### src/pkg/twi_pkg.sv
// constants for the two-wire bus join and control block
package twi_pkg;
	// ****************************************************************
	// register byte offsets
	// ****************************************************************
	localparam logic [7:0] OFS_CONTROL = 8'h00;
	localparam logic [7:0] OFS_STATUS  = 8'h04;
	localparam logic [7:0] OFS_CLKSEL  = 8'h08;
	localparam logic [7:0] OFS_EXTEN   = 8'h0C;
	localparam logic [7:0] OFS_FLAG    = 8'h10;
	localparam logic [7:0] OFS_SHIFT   = 8'h14;
	localparam logic [7:0] OFS_IRQ_ST  = 8'h18;
	localparam logic [7:0] OFS_IRQ_CLR = 8'h1C;
	localparam logic [7:0] OFS_IRQ_EN  = 8'h20;
	// ****************************************************************
	// field positions
	// ****************************************************************
	localparam int CTL_ENABLE  = 7;
	localparam int CTL_RELEASE = 6;
	localparam int CTL_STOPIE  = 4;
	localparam int CTL_START   = 1;
	localparam int CTL_STOP    = 0;
	localparam int CLK_SPEED   = 3;
	localparam int STS_MASTER  = 7;
	localparam int STS_ACK     = 0;
	localparam int FLG_BUSY    = 6;
	localparam int FLG_INITST  = 1;
	localparam int EVT_STOP    = 0;
	localparam int EVT_BYTE    = 1;
	localparam int EVT_START   = 2;
	localparam int EVT_W       = 3;
	// ****************************************************************
	// bus codes
	// ****************************************************************
	localparam logic [4:0] EXT_CODE = 5'h1E;
	localparam logic [3:0] BITS_PER_BYTE = 4'h8;
	typedef enum logic [3:0] {
		ST_IDLE  = 4'h0, ST_WAIT  = 4'h1, ST_START = 4'h2, ST_LOW   = 4'h3,
		ST_HIGH  = 4'h4, ST_PAUSE = 4'h5, ST_SP_LO = 4'h6, ST_SP_HI = 4'h7,
		ST_S_RX  = 4'h8, ST_S_ACK = 4'h9
	} state_type;
endpackage : twi_pkg

### src/verilog/twi_join_ctrl.sv
// two-wire bus controller: join, clock select, start/stop, reserved send
// Overview of operation
// RULE1 - enable with data low clock high: start seen
// RULE2 - extension code after that start gets acknowledged
// RULE3 - host clears stop irq enable before joining
// RULE4 - host sets enable, then waits for start
// RULE5 - host sets release within 4 to 80 clocks
// RULE6 - host programs clock selection before enabling
// RULE7 - clock change only while operation disabled
// RULE8 - no re-setting start/stop while still set
// RULE9 - host sets stop irq enable when reserving
// RULE10 - reserved send starts on data write after stop irq
// RULE11 - no stop irq: reserved send stays waiting
// RULE12 - host may poll master flag instead
// RULE13 - initial start enable set: busy reads 0 on enable
// RULE14 - initial start enable clear: busy reads 1 on enable
// RULE15 - start/stop request bits clear themselves when done
`timescale 1ns/100ps
module twi_join_ctrl #(
	parameter int HALF_BASE = 50
) (
	// clock and reset
	input  wire logic        clk,
	input  wire logic        rst_n,
	// apb slave
	input  wire logic        psel,
	input  wire logic        penable,
	input  wire logic        pwrite,
	input  wire logic [7:0]  paddr,
	input  wire logic [31:0] pwdata,
	output logic             pready,
	output logic [31:0]      prdata,
	output logic             pslverr,
	// two-wire bus pins
	input  wire logic        serial_clock_line_i,
	output logic             serial_clock_line_o,
	output logic             serial_clock_line_oe_n,
	input  wire logic        serial_data_line_i,
	output logic             serial_data_line_o,
	output logic             serial_data_line_oe_n,
	// interrupt
	output logic             bus_irq
);
	// ****************************************************************
	// pin synchronisers
	// ****************************************************************
	logic [1:0] scl_sync, sda_sync;
	logic       scl_d, sda_d;
	always_ff @(posedge clk or negedge rst_n)
	begin
		if (!rst_n)
		begin
			scl_sync <= 2'h3;
			sda_sync <= 2'h3;
			scl_d    <= 1'h1;
			sda_d    <= 1'h1;
		end
		else
		begin
			scl_sync <= {scl_sync[0], serial_clock_line_i};
			sda_sync <= {sda_sync[0], serial_data_line_i};
			scl_d    <= scl_sync[1];
			sda_d    <= sda_sync[1];
		end
	end
	logic scl_s, sda_s, scl_rise, scl_fall, start_det, stop_det;
	assign scl_s     = scl_sync[1];
	assign sda_s     = sda_sync[1];
	assign scl_rise  = scl_s & ~scl_d;
	assign scl_fall  = ~scl_s & scl_d;
	assign start_det = scl_s & scl_d & sda_d & ~sda_s;
	assign stop_det  = scl_s & scl_d & ~sda_d & sda_s;

	// ****************************************************************
	// registers and link engine
	// ****************************************************************
	logic [7:0]  bus_control_reg, next_control;
	logic [3:0]  clock_select_reg, next_clksel;
	logic        clock_extension_bit, next_clkext;
	logic        initial_start_enable, next_initst;
	logic        bus_busy_flag, next_busy;
	logic [7:0]  shift_data_reg, next_shift;
	logic        ack_seen, next_ack_seen;
	logic [twi_pkg::EVT_W-1:0] irq_status, next_irq_status, irq_enable, next_irq_enable;
	logic        armed, next_armed;
	logic        en_d;
	twi_pkg::state_type state, next_state;
	logic [3:0]  bitn, next_bitn;
	logic [11:0] cnt, next_cnt, half;
	logic        next_pready, next_slverr, next_irq, next_scl_oe_n, next_sda_oe_n;
	logic [31:0] next_prdata;
	logic        wr, rd, en_rise, data_wr, master, ext_hit;
	logic [twi_pkg::EVT_W-1:0] evt;

	assign wr      = psel & penable & pready & pwrite;
	assign rd      = psel & penable & ~pready & ~pwrite;
	assign en_rise = bus_control_reg[twi_pkg::CTL_ENABLE] & ~en_d;
	assign data_wr = wr & (paddr == twi_pkg::OFS_SHIFT);
	assign master  = (state >= twi_pkg::ST_START) && (state <= twi_pkg::ST_SP_HI);
	assign ext_hit = shift_data_reg[7:3] == twi_pkg::EXT_CODE;
	assign half    = (12'(HALF_BASE) << clock_select_reg[1:0])
		>> ({1'h0, clock_select_reg[twi_pkg::CLK_SPEED]} + {1'h0, clock_extension_bit});

	always_comb
	begin
		next_control    = bus_control_reg;
		next_clksel     = clock_select_reg;
		next_clkext     = clock_extension_bit;
		next_initst     = initial_start_enable;
		next_busy       = bus_busy_flag;
		next_shift      = shift_data_reg;
		next_ack_seen   = ack_seen;
		next_irq_enable = irq_enable;
		next_armed      = armed;
		next_state      = state;
		next_bitn       = bitn;
		next_cnt        = cnt + 12'h001;
		evt             = '0;
		next_pready     = psel & penable & ~pready;
		next_slverr     = 1'h0;
		next_prdata     = prdata;
		// release request is a one-shot command
		next_control[twi_pkg::CTL_RELEASE] = 1'h0;
		if (wr)
		begin
			case (paddr)
				twi_pkg::OFS_CONTROL:
				begin
					next_control = pwdata[7:0];
					// RULE8 pending request is never re-armed
					next_control[twi_pkg::CTL_START] = bus_control_reg[twi_pkg::CTL_START]
						| pwdata[twi_pkg::CTL_START];
					next_control[twi_pkg::CTL_STOP] = bus_control_reg[twi_pkg::CTL_STOP]
						| pwdata[twi_pkg::CTL_STOP];
				end
				// RULE7 clock fields frozen while enabled
				twi_pkg::OFS_CLKSEL:
					if (!bus_control_reg[twi_pkg::CTL_ENABLE])
						next_clksel = {pwdata[3], 1'h0, pwdata[1:0]};
				twi_pkg::OFS_EXTEN:
					if (!bus_control_reg[twi_pkg::CTL_ENABLE])
						next_clkext = pwdata[0];
				twi_pkg::OFS_FLAG: next_initst = pwdata[twi_pkg::FLG_INITST];
				twi_pkg::OFS_SHIFT: next_shift = pwdata[7:0];
				twi_pkg::OFS_IRQ_EN: next_irq_enable = pwdata[twi_pkg::EVT_W-1:0];
				default: ;
			endcase
		end
		if (rd)
		begin
			case (paddr)
				twi_pkg::OFS_CONTROL: next_prdata = {24'h0, bus_control_reg};
				twi_pkg::OFS_STATUS:  next_prdata = {24'h0, master, 6'h0, ack_seen};
				twi_pkg::OFS_CLKSEL:  next_prdata = {28'h0, clock_select_reg};
				twi_pkg::OFS_EXTEN:   next_prdata = {31'h0, clock_extension_bit};
				twi_pkg::OFS_FLAG:
					next_prdata = {25'h0, bus_busy_flag, 4'h0, initial_start_enable, 1'h0};
				twi_pkg::OFS_SHIFT:   next_prdata = {24'h0, shift_data_reg};
				twi_pkg::OFS_IRQ_ST:  next_prdata = {29'h0, irq_status};
				twi_pkg::OFS_IRQ_CLR: next_prdata = 32'h0;
				twi_pkg::OFS_IRQ_EN:  next_prdata = {29'h0, irq_enable};
				default:
				begin
					next_prdata = 32'h0;
					next_slverr = 1'h1;
				end
			endcase
		end
		if (psel & penable & ~pready & pwrite && paddr > twi_pkg::OFS_IRQ_EN)
			next_slverr = 1'h1;

		// bus busy tracking
		if (start_det)
			next_busy = 1'h1;
		if (stop_det)
			next_busy = 1'h0;
		// RULE13 RULE14 busy forced on enable
		if (en_rise)
			next_busy = ~initial_start_enable;
		if (stop_det && bus_control_reg[twi_pkg::CTL_STOPIE])
			evt[twi_pkg::EVT_STOP] = 1'h1;

		case (state)
			twi_pkg::ST_IDLE:
			begin
				// RULE1 enable during traffic counts as start
				if (start_det || (en_rise && !sda_s && scl_s))
				begin
					next_state = twi_pkg::ST_S_RX;
					next_bitn  = 4'h0;
					evt[twi_pkg::EVT_START] = 1'h1;
				end
				else if (bus_control_reg[twi_pkg::CTL_START])
				begin
					next_cnt = 12'h000;
					// RULE15 reserved request resolved here
					next_control[twi_pkg::CTL_START] = 1'h0;
					next_armed = 1'h0;
					next_state = bus_busy_flag ? twi_pkg::ST_WAIT : twi_pkg::ST_START;
				end
				else if (bus_control_reg[twi_pkg::CTL_STOP])
				begin
					next_cnt   = 12'h000;
					next_state = twi_pkg::ST_SP_LO;
				end
			end
			twi_pkg::ST_WAIT:
			begin
				// RULE11 without stop irq the wait never ends
				if (stop_det && bus_control_reg[twi_pkg::CTL_STOPIE])
					next_armed = 1'h1;
				// RULE10 data write after stop irq starts send
				if (armed && data_wr)
				begin
					next_cnt   = 12'h000;
					next_state = twi_pkg::ST_START;
				end
			end
			twi_pkg::ST_START:
				if (cnt >= half)
				begin
					next_cnt   = 12'h000;
					next_bitn  = 4'h0;
					// RULE15 start generated
					next_control[twi_pkg::CTL_START] = 1'h0;
					next_state = twi_pkg::ST_LOW;
				end
			twi_pkg::ST_LOW:
				if (cnt >= half)
				begin
					next_cnt   = 12'h000;
					next_state = twi_pkg::ST_HIGH;
				end
			twi_pkg::ST_HIGH:
				// clock stretching: keep the count at zero until the line is really high
				if (!scl_s)
					next_cnt = 12'h000;
				else if (cnt >= half)
				begin
					next_cnt = 12'h000;
					if (bitn == twi_pkg::BITS_PER_BYTE)
					begin
						next_ack_seen = ~sda_s;
						evt[twi_pkg::EVT_BYTE] = 1'h1;
						next_state = twi_pkg::ST_PAUSE;
					end
					else
					begin
						next_shift = {shift_data_reg[6:0], sda_s};
						next_bitn  = bitn + 4'h1;
						next_state = twi_pkg::ST_LOW;
					end
				end
			twi_pkg::ST_PAUSE:
				if (bus_control_reg[twi_pkg::CTL_STOP])
				begin
					next_cnt   = 12'h000;
					next_state = twi_pkg::ST_SP_LO;
				end
				else if (data_wr)
				begin
					next_cnt   = 12'h000;
					next_bitn  = 4'h0;
					next_state = twi_pkg::ST_LOW;
				end
			twi_pkg::ST_SP_LO:
				if (cnt >= half)
				begin
					next_cnt   = 12'h000;
					next_state = twi_pkg::ST_SP_HI;
				end
			twi_pkg::ST_SP_HI:
				if (cnt >= half)
				begin
					// RULE15 stop generated
					next_control[twi_pkg::CTL_STOP] = 1'h0;
					next_state = twi_pkg::ST_IDLE;
				end
			twi_pkg::ST_S_RX:
				if (bus_control_reg[twi_pkg::CTL_RELEASE] || stop_det)
					next_state = twi_pkg::ST_IDLE;
				else if (scl_rise && bitn != twi_pkg::BITS_PER_BYTE)
				begin
					next_shift = {shift_data_reg[6:0], sda_s};
					next_bitn  = bitn + 4'h1;
				end
				else if (scl_fall && bitn == twi_pkg::BITS_PER_BYTE)
					// RULE2 extension code is acknowledged
					next_state = ext_hit ? twi_pkg::ST_S_ACK : twi_pkg::ST_IDLE;
			twi_pkg::ST_S_ACK:
				if (scl_fall || bus_control_reg[twi_pkg::CTL_RELEASE])
					next_state = twi_pkg::ST_IDLE;
			default: next_state = twi_pkg::ST_IDLE;
		endcase

		// operation enable low acts as a local reset of the engine
		if (!bus_control_reg[twi_pkg::CTL_ENABLE])
		begin
			next_state = twi_pkg::ST_IDLE;
			next_armed = 1'h0;
			next_control[twi_pkg::CTL_START] = 1'h0;
			next_control[twi_pkg::CTL_STOP] = 1'h0;
			evt = '0;
		end
		// set wins over a clear in the same cycle
		next_irq_status = irq_status;
		if (wr && paddr == twi_pkg::OFS_IRQ_CLR)
			next_irq_status = irq_status & ~pwdata[twi_pkg::EVT_W-1:0];
		next_irq_status = next_irq_status | evt;
		next_irq = |(next_irq_status & next_irq_enable);
		next_scl_oe_n = !(next_state == twi_pkg::ST_LOW || next_state == twi_pkg::ST_PAUSE
			|| next_state == twi_pkg::ST_SP_LO);
		next_sda_oe_n = !(next_state == twi_pkg::ST_START || next_state == twi_pkg::ST_SP_LO
			|| next_state == twi_pkg::ST_SP_HI || next_state == twi_pkg::ST_S_ACK
			|| ((next_state == twi_pkg::ST_LOW || next_state == twi_pkg::ST_HIGH)
			&& next_bitn != twi_pkg::BITS_PER_BYTE && !next_shift[7]));
	end

	always_ff @(posedge clk or negedge rst_n)
	begin
		if (!rst_n)
		begin
			bus_control_reg        <= 8'h00;
			clock_select_reg       <= 4'h0;
			clock_extension_bit    <= 1'h0;
			initial_start_enable   <= 1'h0;
			bus_busy_flag          <= 1'h0;
			shift_data_reg         <= 8'h00;
			ack_seen               <= 1'h0;
			irq_status             <= '0;
			irq_enable             <= '0;
			armed                  <= 1'h0;
			en_d                   <= 1'h0;
			state                  <= twi_pkg::ST_IDLE;
			bitn                   <= 4'h0;
			cnt                    <= 12'h000;
			pready                 <= 1'h0;
			prdata                 <= 32'h0;
			pslverr                <= 1'h0;
			bus_irq                <= 1'h0;
			serial_clock_line_o    <= 1'h0;
			serial_clock_line_oe_n <= 1'h1;
			serial_data_line_o     <= 1'h0;
			serial_data_line_oe_n  <= 1'h1;
		end
		else
		begin
			bus_control_reg        <= next_control;
			clock_select_reg       <= next_clksel;
			clock_extension_bit    <= next_clkext;
			initial_start_enable   <= next_initst;
			bus_busy_flag          <= next_busy;
			shift_data_reg         <= next_shift;
			ack_seen               <= next_ack_seen;
			irq_status             <= next_irq_status;
			irq_enable             <= next_irq_enable;
			armed                  <= next_armed;
			en_d                   <= bus_control_reg[twi_pkg::CTL_ENABLE];
			state                  <= next_state;
			bitn                   <= next_bitn;
			cnt                    <= next_cnt;
			pready                 <= next_pready;
			prdata                 <= next_prdata;
			pslverr                <= next_slverr;
			bus_irq                <= next_irq;
			serial_clock_line_o    <= 1'h0;
			serial_clock_line_oe_n <= next_scl_oe_n;
			serial_data_line_o     <= 1'h0;
			serial_data_line_oe_n  <= next_sda_oe_n;
		end
	end
endmodule : twi_join_ctrl

### config.mk
export PLATFORM = sky130hd
export DESIGN_NAME = twi_join_ctrl
export DESIGN_NICKNAME = d
export VERILOG_FILES = /design/src/pkg/twi_pkg.sv /design/src/verilog/twi_join_ctrl.sv
export SDC_FILE = /design/constraint.sdc
export NUM_CORES = 1
export LEC_CHECK = 0
export BUFFER_PORTS_ARGS = -buffer_cell sky130_fd_sc_hd__buf_2
export CAP_MARGIN = 20
export CORE_MARGIN = 5
export CORE_UTILIZATION = 40
export CTS_CLUSTER_DIAMETER = 40
export CTS_CLUSTER_SIZE = 40
export DETAILED_ROUTE_END_ITERATION = 7
export GPL_ROUTABILITY_DRIVEN = 0
export PLACE_DENSITY = 0.6
export SLEW_MARGIN = 5
export SYNTH_ARGS = -nofsm -noshare
export SYNTH_HDL_FRONTEND = slang
export SYNTH_SLANG_ARGS = --single-unit
### constraint.sdc
create_clock -name clk -period 12 [get_ports clk]
set_clock_uncertainty 0.2 [all_clocks]
set_input_delay 1.8 -clock clk [delete_from_list [all_inputs] [get_ports clk]]
set_output_delay 1.8 -clock clk [all_outputs]
set_load 0.005 [all_outputs]
# Yosys cells after proc, flatten, opt, wreduce, memory -nomap -nowiden
# Index checks and enable logic that the tools add are counted.
# Widths: inputs -> output; s select.
[op_classes]
reduce_logical = 37
addsub = 3
shift = 2
n_lt_le_gt_ge = 4
n_mux = 80
eq_ne = 32
bitwise = 30
[ops]
columns = ["operator", "count"]
rows = [
  ["$mux 4", 27],
  ["$mux 12", 8],
  ["$pmux 8 s8", 1],
  ["$pmux 12 s5", 1],
  ["$mux 8", 7],
  ["$pmux 4 s10", 1],
  ["$eq 4x3->1 const B", 8],
  ["$eq 8x5->1 const B", 4],
  ["$mux 1", 22],
  ["$pmux 4 s5", 1],
  ["$eq 4x2->1 const B", 4],
  ["$eq 4x4->1 const B", 4],
  ["$eq 8x4->1 const B", 2],
  ["$pmux 8 s2", 1],
  ["$and 1x1->1", 15],
  ["$mux 3", 5],
  ["$mux 7", 2],
  ["$add 12x1->12 const B", 1],
  ["$ge 12x12->1", 1],
  ["$shl 6x2->12 const A", 1],
  ["$shr 12x2->12", 1],
  ["$logic_and 1x1->1", 11],
  ["$logic_or 1x1->1", 10],
  ["$ne 3x3->1 const B", 3],
  ["27 further kinds", 47],
]
[word_totals]
ff_bits = 94
in_bits = 47
output_inout_bits = 39
word_cells = 213

# Logic depth before layout (Yosys ltp)
[depth]
depth_word = 14
ltp_mapped = 17
mapped_depth_nobuf = 16

# Worst setup path before layout
# Ideal clock, no wire load.
[synth_path]
path_type = "in2reg"
from = "input paddr[2]"
to = "register serial_data_line_oe_n"
arrival_ns = 3.977
cell_stages = 9
setup_ns = 0.083
n_path_buf = 1
path_slack_ns = 7.739
t_required_ns = 11.717
cell_sequence = "clkbuf_1 -> nor4b_2 -> nand4_1 -> clkinv_1 -> a21oi_1 -> or3_1 -> nor2_1 -> mux2_2 -> a221o_1"
[synth_via]
elab_chain_cells = 12
word_cells_on_any_way = 35
classes_between = "eq/ne (8); mux (16); bitwise (1); reduce/logical (10)"
[synth_rtl]
columns = ["item", "line", "rtl"]
rows = [
  ["start, declared", "twi_join_ctrl.sv:29", "input wire logic [7:0] paddr,"],
  ["$eq 8x5->1 *", "twi_join_ctrl.sv:98, twi_join_ctrl.sv:126", ""],
  ["$and 1x1->1", "twi_join_ctrl.sv:98", "assign data_wr = wr & (paddr == twi_pkg::OFS_SHIFT);"],
  ["$mux 4 or $logic_and 1x1->1 (tied branches)", "twi_join_ctrl.sv:260, twi_join_ctrl.sv:213", ""],
  ["$mux 4 (on tied branches)", "twi_join_ctrl.sv:255, twi_join_ctrl.sv:213", ""],
  ["$pmux 4 s10", "twi_join_ctrl.sv:183", "case (state)"],
  ["$mux 4", "twi_join_ctrl.sv:297", "if (!bus_control_reg[twi_pkg::CTL_ENABLE])"],
  ["$eq 4x2->1 (tied with other cells)", "twi_join_ctrl.sv:313", "next_sda_oe_n = !(next_state == twi_pkg::ST_START || next_state == twi_pkg::ST_SP_LO"],
  ["$logic_or 1x1->1 (on tied branches)", "twi_join_ctrl.sv:313, twi_join_ctrl.sv:315", ""],
  ["$logic_or 1x1->1 or $logic_and 1x1->1 (tied branches) (2 in series)", "twi_join_ctrl.sv:314, twi_join_ctrl.sv:316", ""],
  ["$logic_or 1x1->1 *", "twi_join_ctrl.sv:315", "|| ((next_state == twi_pkg::ST_LOW || next_state == twi_pkg::ST_HIGH)"],
  ["$logic_not 1->1 *", "twi_join_ctrl.sv:313", ""],
  ["via next_sda_oe_n", "twi_join_ctrl.sv:90", "logic next_pready, next_slverr, next_irq, next_scl_oe_n, next_sda_oe_n;"],
  ["end signal, assigned", "twi_join_ctrl.sv:369", "serial_data_line_oe_n <= next_sda_oe_n;"],
  ["end, declared", "twi_join_ctrl.sv:40", "output logic serial_data_line_oe_n,"],
]
# The timed path passes the listed nets; every way through them passes the cells marked *.
# A chain may end at the register's enable or synchronous reset.

# Final worst setup path
[layout_path]
from = "register clock_select_reg[3]"
to = "register serial_data_line_oe_n"
[layout_via]
word_cells_on_any_way = 34
classes_between = "add/sub (1); order compare (1); eq/ne (7); shift (1); mux (15); reduce/logical (9)"
[layout_lines]
columns = ["item", "line", "rtl"]
rows = [
  ["start, declared", "twi_join_ctrl.sv:78", "logic [3:0] clock_select_reg, next_clksel;"],
  ["start signal, assigned", "twi_join_ctrl.sv:349", "clock_select_reg <= next_clksel;"],
  ["$add 1x1->2", "twi_join_ctrl.sv:102", ">> ({1'h0, clock_select_reg[twi_pkg::CLK_SPEED]} + {1'h0, clock_extension_bit});"],
  ["$shr 12x2->12", "twi_join_ctrl.sv:101", "assign half = (12'(HALF_BASE) << clock_select_reg[1:0])"],
  ["$ge 12x12->1", "twi_join_ctrl.sv:238", "else if (cnt >= half)"],
  ["$mux 8", "twi_join_ctrl.sv:238", ""],
  ["$mux 8", "twi_join_ctrl.sv:236", "if (!scl_s)"],
  ["$pmux 8 s2", "twi_join_ctrl.sv:183", ""],
  ["via next_shift[7]", "twi_join_ctrl.sv:82", "logic [7:0] shift_data_reg, next_shift;"],
  ["$logic_not 1->1", "twi_join_ctrl.sv:316", "&& next_bitn != twi_pkg::BITS_PER_BYTE && !next_shift[7]));"],
  ["$logic_and 1x1->1", "twi_join_ctrl.sv:316", ""],
  ["$logic_or 1x1->1", "twi_join_ctrl.sv:315", ""],
  ["$logic_not 1->1", "twi_join_ctrl.sv:313", ""],
  ["via next_sda_oe_n", "twi_join_ctrl.sv:90", ""],
]
# The timed path passes the listed nets, and every way through them passes these cells.

==> impl_metrics.env <==
export IMPL_grt_busiest_layer="met2"
export IMPL_wl_per_cell_um=15.8
export IMPL_cellLeakagePower_uw=0.00215
export IMPL_via_count=3680
export IMPL_yosys_warnings=0
export IMPL_clkSlewWorstSetupHoldPaths_ps=90
export IMPL_routed_wl_mm=10.5
export IMPL_yosysSeqAreaShare_pct=39.9
export IMPL_grt_pass1_vias=3482
export IMPL_n_fill_cell=1095
export IMPL_setup_tns_final_ps=0
export IMPL_grtUsageMet3_pct=3.37
export IMPL_synth_top_cell_area_share_pct=35.1
export IMPL_area_growth_pct=8.35
export IMPL_ys_ff_latch=70
export IMPL_yosysTopAreaCell="dfrtp_1"
export IMPL_die_h_um=115
export IMPL_finalCritPeriodShare_pct=41.6
export IMPL_core_area_mm2=0.0108
export IMPL_synthTopCellsByArea="dfrtp_1, ha_1, nand2_1"
export IMPL_grt_pass1_wl_mm=17.6
export IMPL_criticalPathCategory="flip-flop to flip-flop"
export IMPL_die_w_um=115
export IMPL_antenna_found_initial=0
export IMPL_total_power_uw=462
export IMPL_synth_top_flop_cell="dfrtp_1"
export IMPL_root_buffer="clkbuf_8"
export IMPL_die_area_mm2=0.0133
export IMPL_syn_area_per_cell_um2=8.93
export IMPL_start_util_pct=40.8
export IMPL_grtUsageMet2_pct=24.8
export IMPL_grt_use_met1_pct=24.0
export IMPL_ios=86
export IMPL_crit_chain="ha_1, mux2_2, nand2_1, o21ai_0, ha_1, nand2b_1, a2111oi_0, o2111ai_1, nand3_1, and2_1, mux2i_1, a41o_1, a221o_1"
export IMPL_critPathCaptureType="flip-flop"
export IMPL_slowest_stage="a2111oi_0"
export IMPL_critPathMaxFanout=15
export IMPL_fin_area_mm2=0.00479
export IMPL_cts_buffer_depth=2
export IMPL_ir_drop_mv=0.0518
export IMPL_min_path_type="flip-flop to flip-flop"
export IMPL_antennaDiodeCount=0
export IMPL_post_cts_resize_count=0
export IMPL_synthCells=495
export IMPL_dp_cells=651
export IMPL_drt_iter0_markers=196
export IMPL_slew_headroom_pct=34.6
export IMPL_cp_required_ps=12080
export IMPL_overflow=0
export IMPL_avgViaCountPerCell=5.52
export IMPL_top_register="cnt"
export IMPL_cts_sinks=70
export IMPL_cts_tree="done"
export IMPL_setup_viol=0
export IMPL_yosysUniqueCellTypes=70
export IMPL_dp_slack_ps=6790
export IMPL_hpwlAfterDp_mm=7.74
export IMPL_firstDrtPassIters=5
export IMPL_fin_crit_ps=5000
export IMPL_rsz0062_at_grt="no"
export IMPL_largest_reg_flops=12
export IMPL_clkLatencyLatePin_ps=360
export IMPL_num_rows=38
export IMPL_max_stage_delay_ps=860
export IMPL_synth_edf_count=0
export IMPL_outcome="completed"
export IMPL_setup_slack_ps=7000
export IMPL_power_density_mw_per_mm2=96.5
export IMPL_drc=0
export IMPL_post_cts_buffers=0
export IMPL_port_buffers=35
export IMPL_grt_total_usage_pct=16.7
export IMPL_grt_start_max_net_pins=71
export IMPL_cpMostUsedCell="ha_1"
export IMPL_worstMarginPinSlew_ps=956
export IMPL_final_nets=587
export IMPL_final_cells=667
export IMPL_drv_cap=0
export IMPL_place_area_mm2=0.00461
export IMPL_finalHoldViolations=0
export IMPL_synth_area_mm2=0.00442
export IMPL_async_flop_share_pct=100
export IMPL_ctsHoldBuffers=0
export IMPL_ant_nets=0
export IMPL_max_freq_ghz=0.200
export IMPL_cp_data_arrival_time_ps=5070
export IMPL_start_kind="flip-flop"
export IMPL_cts_made_buffers=9
export IMPL_drv_slew=0
export IMPL_drive_gt1_share_pct=16.5
export IMPL_cts_max_level=3
==> area by class of cell <==
type,count,area [µm²],area share [%]
flip-flops and latches,70,1760,36.8
well taps,140,175,3.66
clock inverters,6,43.8,0.914
repair buffers,39,205,4.28
clock buffers,10,138,2.87
multi-input cells,384,2400,50.1
inverters,18,67.6,1.41
==> placed cells by master (no fill, tap or decap), types with 8 or more instances in the layout <==
cell	count
dfrtp_1	62
nand2_1	60
nor2_1	57
buf_2	35
conb_1	26
o21ai_0	21
a21oi_1	21
ha_1	18
inv_1	17
mux2_2	16
nor2b_1	13
nand3_1	12
nor3_1	11
a31oi_1	10
clkbuf_8	10
xnor2_1	9
nand2b_1	8
a22oi_1	8
dfstp_2	8
==> critical path, delay by kind of cell (launching register included) <==
family / cells / cell delay, ps
adder cells (fa/ha/maj): 2 / 750
multiplexers: 2 / 660
flip-flops: 1 / 410
AO/OA/AOI/OAI: 5 / 1890
AND/OR/NAND/NOR: 4 / 990
==> worst paths after layout <==
check                                                 from                               to  slack (ps)  cells past startpoint
max in group asynchronous                            rst_n  clock_extension_bit$_DFFE_PN0P_        9580                      2
setup / recovery           clock_select_reg[3]$_DFFE_PN0P_  serial_data_line_oe_n$_DFF_PN1_        7000                     13
hold / removal                       sda_sync[0]$_DFF_PN1_            sda_sync[1]$_DFF_PN1_         160                      0
setup reg to reg           clock_select_reg[3]$_DFFE_PN0P_  serial_data_line_oe_n$_DFF_PN1_        7000                     13
min in group asynchronous                            rst_n                 cnt[7]$_DFF_PN0_        1460                      2
hold reg to reg                      sda_sync[0]$_DFF_PN1_            sda_sync[1]$_DFF_PN1_         160                      0
==> cells in the mapped netlist (all sizes together), types with 3 or more instances <==
master   count
o31ai        3
xor2         6
nor2        58
nand2b       8
a21oi       21
nor3b        4
and2         4
ha          18
and3         5
a32o         3
dfrtp       62
a22oi        8
xnor2        9
clkbuf      20
nor2b       13
inv         17
or3          4
buf         28
a41oi        3
nor3        11
nor4         5
dfstp        8
mux2i        6
o2111ai      3
o21ai       21
a31oi       10
a21o         4
mux2        16
nand3       12
nand2       60
nand4        6
==> routing by layer <==
| layer | wire, µm | vias up |
|---|---|---|
| met5 | 0 | - |
| met4 | 173 | 0 |
| met3 | 614 | 14 |
| met2 | 4690 | 126 |
| met1 | 5060 | 1773 |
| li1 | - | 1767 |
==> cells by family (layout without fill, tap and decap cells) <==
kind of cell	Yosys count	count (layout)	synth area share (%)
xor gates and xnor gates	15	15	2.97
DFF	70	70	39.9
muxes	23	23	5.94
buffers and inverters	66	73	8.01
adders and majority gates	18	18	5.09
and+or+nand+nor	200	200	21.9
other	1	26	0.0848
AOI/OAI and AO/OA	102	102	16.2
==> stage by stage <==
step,hold WS [ps],util [%]
detailed placement,148,42.5
floorplan,145,-
CTS,160,44.2
global placement,146,42.5
finish,159,44.2
global route,161,44.2
==> report_power, final <==
part / total, µW / switching (µW) / internal [µW]
sequential: 248 / 4.59 / 244
combinational: 34.6 / 21.0 / 13.6
clock: 179 / 97.5 / 81.7
total: 462 / 123 / 339
(Power assumes the default switching activity.)
